File: config.mk
export PLATFORM = sky130hd
export DESIGN_NAME = ppcm_port_pin_config
export DESIGN_NICKNAME = d
export VERILOG_FILES = /design/src/ppcm_pkg.sv /design/src/ppcm_cfg_reg.sv /design/src/ppcm_port_pin_config.sv
export SDC_FILE = /design/constraint.sdc
export NUM_CORES = 1
export LEC_CHECK = 0
export BUFFER_PORTS_ARGS = -buffer_cell sky130_fd_sc_hd__buf_2
export CORE_MARGIN = 4
export CORE_UTILIZATION = 40
export CTS_CLUSTER_DIAMETER = 150
export CTS_CLUSTER_SIZE = 40
export DETAILED_ROUTE_END_ITERATION = 10
export GPL_TIMING_DRIVEN = 0
export PLACE_DENSITY = 0.73
export SLEW_MARGIN = 10
export SYNTH_ARGS = -nofsm -noshare
export SYNTH_HDL_FRONTEND = slang
export SYNTH_SLANG_ARGS = --single-unit
File: constraint.sdc
create_clock -name mclk -period 6.5 [get_ports mclk]
set_input_delay 0.65 -clock mclk [delete_from_list [all_inputs] [get_ports mclk]]
set_output_delay 0.65 -clock mclk [all_outputs]
set_load 0.1 [all_outputs]
File: src/ppcm_pkg.sv
// package: register map and reset values for port pin configuration
package ppcm_pkg;
  localparam logic [19:0] OFS_OTYPE0 = 20'hf0050;
  localparam logic [19:0] OFS_OTYPE1 = 20'hf0051;
  localparam logic [19:0] OFS_OTYPE2 = 20'hf0052;
  localparam logic [19:0] OFS_OTYPE4 = 20'hf0054;
  localparam logic [19:0] OFS_ASEL0  = 20'hf0060;
  localparam logic [19:0] OFS_ASEL2  = 20'hf0062;
  localparam logic [19:0] OFS_REDIR2 = 20'hf0075;
  localparam logic [19:0] OFS_REDIR6 = 20'hf0076;
  localparam logic [19:0] OFS_REDIR0 = 20'hf0077;
  localparam logic [19:0] OFS_REDIR1 = 20'hf0079;
  localparam logic [19:0] OFS_REDIR4 = 20'hf007b;
  localparam logic [19:0] OFS_REDIR3 = 20'hf007c;
  localparam logic [19:0] OFS_REDIR5 = 20'hf007d;
  localparam logic [7:0]  RST_OTYPE  = 8'h00;
  localparam logic [7:0]  RST_ASEL   = 8'hff;
  localparam logic [7:0]  RST_REDIR  = 8'h00;
  // implemented-bit masks (largest package)
  localparam logic [7:0]  IMP_OTYPE0 = 8'hfb;
  localparam logic [7:0]  IMP_OTYPE1 = 8'hd0;
  localparam logic [7:0]  IMP_OTYPE2 = 8'h05;
  localparam logic [7:0]  IMP_OTYPE4 = 8'h02;
  localparam logic [7:0]  IMP_ASEL0  = 8'hfe;
  localparam logic [7:0]  IMP_ASEL2  = 8'h0f;
  localparam logic [7:0]  IMP_REDIR0 = 8'h7f;
  localparam logic [7:0]  IMP_REDIR1 = 8'hff;
  localparam logic [7:0]  IMP_REDIR2 = 8'h7f;
  localparam logic [7:0]  IMP_REDIR3 = 8'h0f;
  localparam logic [7:0]  IMP_REDIR4 = 8'hff;
  localparam logic [7:0]  IMP_REDIR5 = 8'hff;
  localparam logic [7:0]  IMP_REDIR6 = 8'hff;
endpackage

File: src/ppcm_cfg_reg.sv
// one 8-bit configuration register with bit or byte write
`timescale 1ns/1ps
`default_nettype none
module ppcm_cfg_reg #(
  parameter logic [7:0] RST_VAL = 8'h00,
  parameter logic [7:0] IMP     = 8'hff,
  parameter bit         BIT_OK  = 1'b1
) (
  // clock and reset
  input  wire logic       mclk,
  input  wire logic       rst_n,
  // write side
  input  wire logic       sel,
  input  wire logic       wr_byte,
  input  wire logic       wr_bit,
  input  wire logic [2:0] bit_idx,
  input  wire logic [7:0] wdata,
  // value
  output logic      [7:0] q
);
  logic [7:0] val_reg;
  logic [7:0] val_next;
  logic [7:0] bit_mask;
  logic [7:0] merged;

  assign bit_mask = 8'h01 << bit_idx;
  assign merged   = (val_reg & ~bit_mask) | (wdata & bit_mask);
  // unimplemented bits are frozen at reset value
  assign val_next = (sel && wr_byte) ? ((wdata & IMP) | (RST_VAL & ~IMP)) :
                    (sel && wr_bit && BIT_OK) ?
                      ((merged & IMP) | (RST_VAL & ~IMP)) :
                    val_reg;

  always_ff @(posedge mclk or negedge rst_n)
  begin
    if (!rst_n)
      val_reg <= RST_VAL;
    else
      val_reg <= val_next;
  end

  assign q = val_reg;
endmodule
`default_nettype wire

File: src/ppcm_port_pin_config.sv
// top: output type, analog select and redirection registers
`timescale 1ns/1ps
`default_nettype none
module ppcm_port_pin_config (
  // clock and reset
  input  wire logic        mclk,
  input  wire logic        resetn,
  // cpu memory access
  input  wire logic [19:0] addr,
  input  wire logic        wr_byte,
  input  wire logic        wr_bit,
  input  wire logic [2:0]  bit_idx,
  input  wire logic [7:0]  wdata,
  input  wire logic        rd,
  output logic      [7:0]  rdata,
  output logic             rd_hit,
  // pull-up and direction settings from the port block
  input  wire logic [7:0]  pullup_en_p0,
  input  wire logic [7:0]  pullup_en_p1,
  input  wire logic [7:0]  pullup_en_p2,
  input  wire logic [7:0]  pullup_en_p4,
  input  wire logic [7:0]  direction_port0,
  input  wire logic [7:0]  direction_port1,
  input  wire logic [7:0]  direction_port2,
  input  wire logic [7:0]  direction_port4,
  // pad controls
  output logic      [7:0]  open_drain_p0,
  output logic      [7:0]  open_drain_p1,
  output logic      [7:0]  open_drain_p2,
  output logic      [7:0]  open_drain_p4,
  output logic      [7:0]  analog_p0,
  output logic      [7:0]  analog_p2,
  output logic      [7:0]  pullup_on_p0,
  output logic      [7:0]  pullup_on_p1,
  output logic      [7:0]  pullup_on_p2,
  output logic      [7:0]  pullup_on_p4,
  // redirection selections for the function routing tables
  output logic      [55:0] redirect_sel
);
  logic       rst_s1_reg;
  logic       rst_n_reg;
  logic [7:0] regs [13];
  logic [7:0] hit;
  logic [7:0] rd_next;
  logic       rd_hit_next;
  logic [12:0] sel;
  logic [7:0] pu_on [4];

  localparam logic [19:0] OFS [13] = '{ppcm_pkg::OFS_OTYPE0,
    ppcm_pkg::OFS_OTYPE1, ppcm_pkg::OFS_OTYPE2, ppcm_pkg::OFS_OTYPE4,
    ppcm_pkg::OFS_ASEL0, ppcm_pkg::OFS_ASEL2, ppcm_pkg::OFS_REDIR0,
    ppcm_pkg::OFS_REDIR1, ppcm_pkg::OFS_REDIR2, ppcm_pkg::OFS_REDIR3,
    ppcm_pkg::OFS_REDIR4, ppcm_pkg::OFS_REDIR5, ppcm_pkg::OFS_REDIR6};
  localparam logic [7:0] IMPS [13] = '{ppcm_pkg::IMP_OTYPE0,
    ppcm_pkg::IMP_OTYPE1, ppcm_pkg::IMP_OTYPE2, ppcm_pkg::IMP_OTYPE4,
    ppcm_pkg::IMP_ASEL0, ppcm_pkg::IMP_ASEL2, ppcm_pkg::IMP_REDIR0,
    ppcm_pkg::IMP_REDIR1, ppcm_pkg::IMP_REDIR2, ppcm_pkg::IMP_REDIR3,
    ppcm_pkg::IMP_REDIR4, ppcm_pkg::IMP_REDIR5, ppcm_pkg::IMP_REDIR6};

  // reset release synchroniser; assertion stays asynchronous
  always_ff @(posedge mclk or negedge resetn)
  begin
    if (!resetn)
    begin
      rst_s1_reg <= 1'b0;
      rst_n_reg  <= 1'b0;
    end
    else
    begin
      rst_s1_reg <= 1'b1;
      rst_n_reg  <= rst_s1_reg;
    end
  end

  genvar gi;
  generate
    for (gi = 0; gi < 13; gi++)
    begin : g_reg
      localparam logic [7:0] RV = (gi == 4 || gi == 5) ?
        ppcm_pkg::RST_ASEL :
        ((gi < 4) ? ppcm_pkg::RST_OTYPE : ppcm_pkg::RST_REDIR);
      assign sel[gi] = (addr == OFS[gi]);
      // index 6 and up are redirection: byte writes only
      ppcm_cfg_reg #(
        .RST_VAL (RV),
        .IMP     (IMPS[gi]),
        .BIT_OK  (gi < 6)
      ) u_reg (
        .mclk    (mclk),
        .rst_n   (rst_n_reg),
        .sel     (sel[gi]),
        .wr_byte (wr_byte),
        .wr_bit  (wr_bit),
        .bit_idx (bit_idx),
        .wdata   (wdata),
        .q       (regs[gi])
      );
    end
  endgenerate

  // read mux: one-hot select, unmapped reads 00
  always_comb
  begin
    rd_next     = 8'h00;
    rd_hit_next = 1'b0;
    for (int i = 0; i < 13; i++)
    begin
      if (sel[i])
      begin
        rd_next     = regs[i];
        rd_hit_next = 1'b1;
      end
    end
  end
  assign hit = rd_next;

  // pull-up qualifying: enabled, input, digital, push-pull
  assign pu_on[0] = pullup_en_p0 & direction_port0 & ~regs[4] & ~regs[0];
  assign pu_on[1] = pullup_en_p1 & direction_port1 & ~regs[1];
  assign pu_on[2] = pullup_en_p2 & direction_port2 & ~regs[5] & ~regs[2];
  assign pu_on[3] = pullup_en_p4 & direction_port4 & ~regs[3];
  // ports 1 and 4 have no analog function

  always_ff @(posedge mclk or negedge rst_n_reg)
  begin
    if (!rst_n_reg)
    begin
      rdata         <= 8'h00;
      rd_hit        <= 1'b0;
      open_drain_p0 <= ppcm_pkg::RST_OTYPE;
      open_drain_p1 <= ppcm_pkg::RST_OTYPE;
      open_drain_p2 <= ppcm_pkg::RST_OTYPE;
      open_drain_p4 <= ppcm_pkg::RST_OTYPE;
      analog_p0     <= ppcm_pkg::RST_ASEL;
      analog_p2     <= ppcm_pkg::RST_ASEL;
      pullup_on_p0  <= 8'h00;
      pullup_on_p1  <= 8'h00;
      pullup_on_p2  <= 8'h00;
      pullup_on_p4  <= 8'h00;
      redirect_sel  <= {7{ppcm_pkg::RST_REDIR}};
    end
    else
    begin
      rdata         <= rd ? hit : 8'h00;
      rd_hit        <= rd & rd_hit_next;
      // includes the I2C data pins
      open_drain_p0 <= regs[0];
      open_drain_p1 <= regs[1];
      open_drain_p2 <= regs[2];
      open_drain_p4 <= regs[3];
      analog_p0     <= regs[4];
      analog_p2     <= regs[5];
      pullup_on_p0  <= pu_on[0];
      pullup_on_p1  <= pu_on[1];
      pullup_on_p2  <= pu_on[2];
      pullup_on_p4  <= pu_on[3];
      // value 0 per field leaves the default pin
      redirect_sel  <= {regs[12], regs[11], regs[10], regs[9],
                        regs[8], regs[7], regs[6]};
    end
  end

  property p_od_no_pullup;
    @(posedge mclk) disable iff (!rst_n_reg)
      (regs[0] != 8'h00) |=> ((pullup_on_p0 & $past(regs[0])) == 8'h00);
  endproperty
  a_od_no_pullup: assert property (p_od_no_pullup)
    else $error("pull-up on open-drain pin");

  property p_analog_no_pullup;
    @(posedge mclk) disable iff (!rst_n_reg)
      ##1 ((pullup_on_p2 & analog_p2) == 8'h00);
  endproperty
  a_analog_no_pullup: assert property (p_analog_no_pullup)
    else $error("pull-up on analog pin");

  property p_redir_no_bit;
    @(posedge mclk) disable iff (!rst_n_reg)
      (wr_bit && !wr_byte && sel[6]) |=> (regs[6] == $past(regs[6]));
  endproperty
  a_redir_no_bit: assert property (p_redir_no_bit)
    else $error("redirection changed by bit write");

  property p_otype_byte;
    @(posedge mclk) disable iff (!rst_n_reg)
      (wr_byte && sel[0]) |=> ##1
        (open_drain_p0 == ($past(wdata, 2) & ppcm_pkg::IMP_OTYPE0));
  endproperty
  a_otype_byte: assert property (p_otype_byte)
    else $error("output type byte write not seen");

  property p_asel_bit;
    @(posedge mclk) disable iff (!rst_n_reg)
      (wr_bit && !wr_byte && sel[5] && bit_idx == 3'h1) |=>
        (regs[5][1] == $past(wdata[1]));
  endproperty
  a_asel_bit: assert property (p_asel_bit)
    else $error("analog select bit write lost");

  property p_asel_fixed;
    @(posedge mclk) disable iff (!rst_n_reg)
      (regs[5][7:4] == 4'hf) && (regs[4][0] == 1'b1);
  endproperty
  a_asel_fixed: assert property (p_asel_fixed)
    else $error("unimplemented analog bit not one");

  property p_reset_vals;
    @(posedge mclk) $rose(rst_n_reg) |->
      (regs[4] == 8'hff) && (regs[0] == 8'h00) && (regs[9] == 8'h00);
  endproperty
  a_reset_vals: assert property (p_reset_vals)
    else $error("wrong value after reset");

  property p_redir_out;
    @(posedge mclk) disable iff (!rst_n_reg)
      (wr_byte && sel[7]) |=> ##1
        (redirect_sel[15:8] == $past(wdata, 2));
  endproperty
  a_redir_out: assert property (p_redir_out)
    else $error("redirection output stale");

  property p_otype1_byte;
    @(posedge mclk) disable iff (!rst_n_reg)
      (wr_byte && sel[1]) |=> ##1
        (open_drain_p1 == ($past(wdata, 2) & ppcm_pkg::IMP_OTYPE1));
  endproperty
  a_otype1_byte: assert property (p_otype1_byte)
    else $error("output type port 1 byte write not seen");

  property p_otype2_byte;
    @(posedge mclk) disable iff (!rst_n_reg)
      (wr_byte && sel[2]) |=> ##1
        (open_drain_p2 == ($past(wdata, 2) & ppcm_pkg::IMP_OTYPE2));
  endproperty
  a_otype2_byte: assert property (p_otype2_byte)
    else $error("output type port 2 byte write not seen");

  property p_otype4_byte;
    @(posedge mclk) disable iff (!rst_n_reg)
      (wr_byte && sel[3]) |=> ##1
        (open_drain_p4 == ($past(wdata, 2) & ppcm_pkg::IMP_OTYPE4));
  endproperty
  a_otype4_byte: assert property (p_otype4_byte)
    else $error("output type port 4 byte write not seen");

  // unimplemented analog bits come back as one, not as written
  property p_asel0_byte;
    @(posedge mclk) disable iff (!rst_n_reg)
      (wr_byte && sel[4]) |=> ##1
        (analog_p0 == (($past(wdata, 2) & ppcm_pkg::IMP_ASEL0) |
                       ~ppcm_pkg::IMP_ASEL0));
  endproperty
  a_asel0_byte: assert property (p_asel0_byte)
    else $error("analog select port 0 byte write not seen");

  property p_asel2_byte;
    @(posedge mclk) disable iff (!rst_n_reg)
      (wr_byte && sel[5]) |=> ##1
        (analog_p2 == (($past(wdata, 2) & ppcm_pkg::IMP_ASEL2) |
                       ~ppcm_pkg::IMP_ASEL2));
  endproperty
  a_asel2_byte: assert property (p_asel2_byte)
    else $error("analog select port 2 byte write not seen");

  property p_od_no_pullup_all;
    @(posedge mclk) disable iff (!rst_n_reg)
      1'b1 |=> (((pullup_on_p1 & $past(regs[1])) |
                 (pullup_on_p2 & $past(regs[2])) |
                 (pullup_on_p4 & $past(regs[3]))) == 8'h00);
  endproperty
  a_od_no_pullup_all: assert property (p_od_no_pullup_all)
    else $error("pull-up on open-drain pin of port 1, 2 or 4");

  property p_pullup_qualified;
    @(posedge mclk) disable iff (!rst_n_reg)
      1'b1 |=> ((pullup_on_p0 & ~($past(pullup_en_p0) &
                 $past(direction_port0) & ~$past(regs[4]))) == 8'h00);
  endproperty
  a_pullup_qualified: assert property (p_pullup_qualified)
    else $error("pull-up on disabled, output or analog pin");

  property p_redir_bit_all;
    @(posedge mclk) disable iff (!rst_n_reg)
      (wr_bit && !wr_byte && (sel[12:7] != 6'h00)) |=>
        ({regs[12], regs[11], regs[10], regs[9], regs[8], regs[7]} ==
         $past({regs[12], regs[11], regs[10], regs[9], regs[8], regs[7]}));
  endproperty
  a_redir_bit_all: assert property (p_redir_bit_all)
    else $error("redirection 1 to 6 changed by bit write");

  property p_asel_readback;
    @(posedge mclk) disable iff (!rst_n_reg)
      (rd && sel[5]) |=> (rd_hit && (rdata[7:4] == 4'hf));
  endproperty
  a_asel_readback: assert property (p_asel_readback)
    else $error("unimplemented analog bits not read as one");

  property p_reset_outs;
    @(posedge mclk) $rose(rst_n_reg) |->
      (redirect_sel == {7{ppcm_pkg::RST_REDIR}}) &&
      (analog_p2 == ppcm_pkg::RST_ASEL) &&
      (open_drain_p4 == ppcm_pkg::RST_OTYPE);
  endproperty
  a_reset_outs: assert property (p_reset_outs)
    else $error("pad outputs wrong after reset");

  property p_otype_fixed;
    @(posedge mclk) disable iff (!rst_n_reg)
      ((open_drain_p0 & ~ppcm_pkg::IMP_OTYPE0) == 8'h00) &&
      ((open_drain_p1 & ~ppcm_pkg::IMP_OTYPE1) == 8'h00);
  endproperty
  a_otype_fixed: assert property (p_otype_fixed)
    else $error("unimplemented output type bit not zero");
endmodule
`default_nettype wire

# --- After elaboration in Yosys (flattened, before gate mapping) ---
# Index checks and enable logic that the tools add are counted.
totals:
  register_bits: 239
  inputBits: 100
op_classes:
  eq_ne: 13
  bitwise: 31
  muxes: 39
  n_reduce_logical: 25
  shifts: 1
op_table:
  columns: ["cell", "count"]
  rows:
  - ["$eq 20x20->1 const B", 13]
  - ["$mux 8", 26]
  - ["$and 8x8->8", 14]
  - ["$not 8->8", 7]
  - ["$or 8x8->8", 3]
  - ["$logic_and 1x1->1", 19]
  - ["$mux 1", 13]
  - ["$reduce_bool 2->1", 6]
  - ["$shl 1x3->8 const A", 1]
  - ["$and 4x4->4", 1]
  - ["$or 4x4->4", 1]
  - ["$and 3x3->3", 1]
  - ["$or 3x3->3", 1]
  - ["$and 2x2->2", 1]
  - ["$or 2x2->2", 1]
  - ["$and 1x1->1", 1]

# --- Logic depth before layout (Yosys ltp) ---
logic_depth:
  word_depth: 15
  mapped_depth: 8

# --- Cells and area by module ---
# A second synthesis with hierarchy kept.
unflattened:
  hier_cells: 667
  hier_area_um2: 8668.3
modules_own_cells:
  columns: ["module", "n_inst", "area_per_inst_um2", "cells_each"]
  rows:
  - ["ppcm_port_pin_config", 1, 5313.8, 424]
  - ["ppcm_cfg_reg at g_reg[10].u_reg ...", 4, 296.5, 17]
  - ["ppcm_cfg_reg at g_reg[6].u_reg ...", 2, 271.5, 17]
  - ["ppcm_cfg_reg at g_reg[0].u_reg", 1, 359.1, 31]
  - ["ppcm_cfg_reg at g_reg[4].u_reg", 1, 354.1, 30]
  - ["ppcm_cfg_reg at g_reg[5].u_reg", 1, 250.2, 21]
  - ["ppcm_cfg_reg at g_reg[9].u_reg", 1, 200.2, 14]
  - ["ppcm_cfg_reg at g_reg[1].u_reg", 1, 192.7, 18]
  - ["ppcm_cfg_reg at g_reg[2].u_reg", 1, 158.9, 15]
  - ["ppcm_cfg_reg at g_reg[3].u_reg", 1, 110.1, 12]

# --- Least setup slack after synthesis ---
# No wires, ideal clock.
synth_timing:
  kind: "input-to-reg"
  start: "input addr[0]"
  end: "register rdata[3]"
  stages: 8
  arrival_time_ns: 2.160
  slack_ns: 4.208
  n_path_buf: 2
  path_cell_list: "buf_6 or4b_4 buf_6 or3_1 a21oi_1 a221oi_1 o21ai_1 a21oi_1"
synth_between:
  elab_chain_len: 15
  word_cells_on_any_way: 27
  cone_classes: "eq/ne: 13; mux: 14"
synth_lines:
  columns: ["element", "line_no", "text"]
  rows:
  - ["start: declaration", "ppcm_port_pin_config.sv:9", "input wire logic [19:0] addr,"]
  - ["$eq 20x20->1", "ppcm_port_pin_config.sv:82", "assign sel[gi] = (addr == OFS[gi]);"]
  - ["$mux 8 (12 in a row)", "ppcm_port_pin_config.sv:108", "if (sel[i])"]
  - ["$mux 8 (*)", "ppcm_port_pin_config.sv:108", null]
  - ["$mux 8 (*)", "ppcm_port_pin_config.sv:144", "rdata <= rd ? hit : 8'h00;"]
  - ["end signal: assignment", "ppcm_port_pin_config.sv:144", null]
  - ["end: declaration", "ppcm_port_pin_config.sv:15", "output logic [7:0] rdata,"]
# Every way passes the cells marked *; elsewhere a longest branch is shown, timed or not.
# A chain may end at the register's enable or synchronous reset.

# --- Worst setup path after layout ---
layout_timing:
  start: "input addr[7]"
  end: "register g_reg[12].u_reg.val_reg[2]"
layout_between:
  elab_chain_len: 2
layout_lines:
  columns: ["element", "line_no", "text"]
  rows:
  - ["$eq 20x20->1", "ppcm_port_pin_config.sv:82", null]
  - ["$logic_and 1x1->1", "ppcm_cfg_reg.sv:29", "assign val_next = (sel && wr_byte) ? ((wdata & IMP) | (RST_VAL & ~IMP)) :"]
  - ["end signal: assignment", "ppcm_cfg_reg.sv:39", "val_reg <= val_next;"]
  - ["end: declaration", "ppcm_cfg_reg.sv:21", "logic [7:0] val_reg;"]
# Every way passes these cells.

==> metrics.yaml <==
placement:
  io_buffer_count: 193
  dp_hpwl_um: 14300
  place_congestion: 0.909
  dp.cells: 1033
  placed_area_um2: 8850
  post-place-ws_ns: 3.52
critical_path:
  critical-path-top-delay-family: "simple AND/OR/NAND/NOR gates"
  path_cells: "buf_2, nor4b_4, nand4_1, nor2_2, nand2_1, mux2_2"
  critPathSlowestCell: "nor2_2"
  crit_path_max_fanout: 8
  critPathLaunchType: "primary input"
  slowest_delay_ns: 0.48
  crit_arrival_ns: 2.82
  cp.buffers_inverters: 1
  path_class: "in2reg"
  cp_data_required_time_ns: 6.80
  cp-end-kind: "flop"
route:
  wire_per_inst_um: 18.2
  wirelength_um: 19400
  viasPerCell: 5.00
  dr.pass1.iters: 5
  num_vias: 5340
  drc_errors: 0
  ant_nets: 0
  drt_iter0_drc: 477
timing:
  fmax_mhz: 398
  tightest_slew_ns: 0.761
  rsz0062_at_grt: "no"
  hold_ws_ns: 0.205
  finalMaxSlewViolations: 0
  finalCriticalPeriod_ns: 2.51
  finalHoldViolCount: 0
  period_share_pct: 38.7
  setup_viol: 0
  setup_slack_ns: 3.99
  fin_skew_ns: 0.0112
  relSlewSlack_pct: 49.0
logic_synthesis:
  synth_cells: 574
  synth_top_area_share_pct: 55.5
  async_reset_ff_share_pct: 100
  synth_ff_type: "dfrtp_1"
  synth_warnings: 0
  ys_seq_elements: 186
  yosysSeqAreaShare_pct: 63.3
  synth.avg_cell_area_um2: 12.9
  yosysUniqueCellTypes: 61
  synth_edf_count: 0
  yosysTopAreaCell: "dfrtp_1"
  synthTopCellsByArea: "dfrtp_1, mux2_2, dfstp_2"
  synth.cell_area_um2: 7390
grt:
  grt_use_total_pct: 18.7
  antenna_found_initial: 0
  grt_pass1_wl_um: 29400
  grt_max_degree: 67
  grt-ovfl-total: 0
  grt_pass1_vias: 5384
layout:
  drive_gt1_share_pct: 43.6
  multi_input_area_um2: 2450
  fin_area_um2: 9440
  fin_cells: 1067
  num-fill-cells: 1623
  nNetsFinal: 924
  syn_to_final_growth_pct: 27.7
  ff_latch_area_um2: 4690
clocking:
  cts_tree: "yes"
  htreeDepth: 4
  cts_buffer_depth: 2
  cts_buffers: 17
  cts_resized: 0
  clock_latency_ns: 0.43
  cts_hold_buf: 1
  postCtsSetupRepairBufs: 0
  clock_sinks: 186
  root_buffer: "clkbuf_16"
  clk_pin_slew_ns: 0.06
floorplanning:
  start_util_pct: 40.9
  fp.coreArea_um2: 18100
  dieHeight_um: 144
  dieArea_um2: 20700
  dieWidth_um: 144
  rows: 49
  io_pins: 245
power_and_ir_drop:
  p_leak_nw: 5.03
  power.density_nw_per_um2: 259
  peakVddDrop_v: 0.000183
run:
  max_cap_viol_count: 0
min_path:
  hold_class: "reg2async"
run_status:
  status: "finished, final reports clean"
==> worst paths after layout <==
path                            depth (start not counted)              endpoint  startpoint  slack [ns]
worst max-delay path                                    6  g_reg[12].u_reg.q[2]     addr[7]        3.99
worst min-delay path                                    0      open_drain_p1[4]   rst_n_reg        0.21
worst max register to register                          4              rdata[2]        flop        4.71
worst min register to register                          0      open_drain_p1[4]   rst_n_reg        0.21
max in group asynchronous                               2          analog_p2[0]   rst_n_reg        5.33
min in group mclk                                       0             rst_n_reg  rst_s1_reg        0.37
==> routing by layer <==
metal	vias to the layer above	wire, um	track usage [%]
li1	2462	-	-
met1	2601	8160	25.2
met2	251	9220	29.0
met3	26	1650	5.52
met4	0	346	6.19
met5	-	0	0
==> cells in the final DEF (no fill, tap or decap), types with 4 or more instances in the layout <==
master	n
inv_1	6
nor3_1	19
a221oi_1	5
a32oi_1	4
nand4_1	5
conb_1	36
nand2_1	34
nand2b_1	5
clkbuf_1	6
and2_1	13
nand3_1	15
mux2_2	55
buf_4	35
dfstp_2	22
o21ai_0	13
o21ai_1	6
a22oi_1	4
mux2_1	21
clkbuf_16	17
dfrtp_1	163
a21oi_1	13
nor2_1	45
mux2i_1	4
o22ai_1	4
clkinv_4	7
buf_2	203
a31oi_1	7
==> layout make-up <==
cell class,instances,area share [%]
Clock buffer,18,4.55
Tap cell,229,3.04
Sequential cell,186,49.6
Antenna cell,1,0.0265
Inverter,6,0.239
Timing Repair Buffer,197,11.1
Multi-Input combinational cell,361,26.0
Clock inverter,14,1.54
Buffer,55,3.87
==> report_power, final <==
group | internal, mW | leakage (nW) | switching (mW)
sequential | 1.17 | 2.48 | 0.00424
clock | 0.537 | 0.274 | 0.453
combinational | 0.0593 | 2.27 | 0.224
total | 1.76 | 5.03 | 0.682
==> worst reg2reg max path, delay by kind of cell, from the launching register on <==
family / cells / cell delay, ns
flip-flops: 1 / 0.57
AO/OA/AOI/OAI: 4 / 1.15
==> Yosys cell counts (all sizes together), types with 5 or more instances <==
| cell | instances |
|---|---|
| nand4 | 5 |
| clkbuf | 5 |
| nand2b | 5 |
| nor2 | 48 |
| mux2 | 76 |
| o21ai | 19 |
| and2 | 13 |
| a21oi | 13 |
| nand3 | 15 |
| dfstp | 22 |
| a31oi | 7 |
| a221oi | 5 |
| buf | 50 |
| nor3 | 22 |
| nand2 | 36 |
| inv | 6 |
| dfrtp | 164 |
==> kinds of logic (layout without fill, tap and decap cells) <==
kind of cell	count (synthesis)	after routing	synth area share, %
AOI/OAI and AO/OA	77	77	7.09
xor gates and xnor gates	1	1	0.118
adders and majority gates	1	1	0.135
buffers and inverters	61	290	5.25
DFF	186	186	63.3
muxes	80	80	12.1
other	2	37	0.102
and+or+nand+nor	166	166	11.9
==> through the flow <==
stage,setup TNS (ns),utilization [%],total power [mW]
finish,0,52.2,2.44
global route,0,52.2,2.54
CTS,0,52.2,2.47
floorplan,0,-,1.41
detailed placement,0,49.0,1.48
global placement,-141.35,48.5,1.47
No activity file was read; power rests on OpenSTA's default activity.
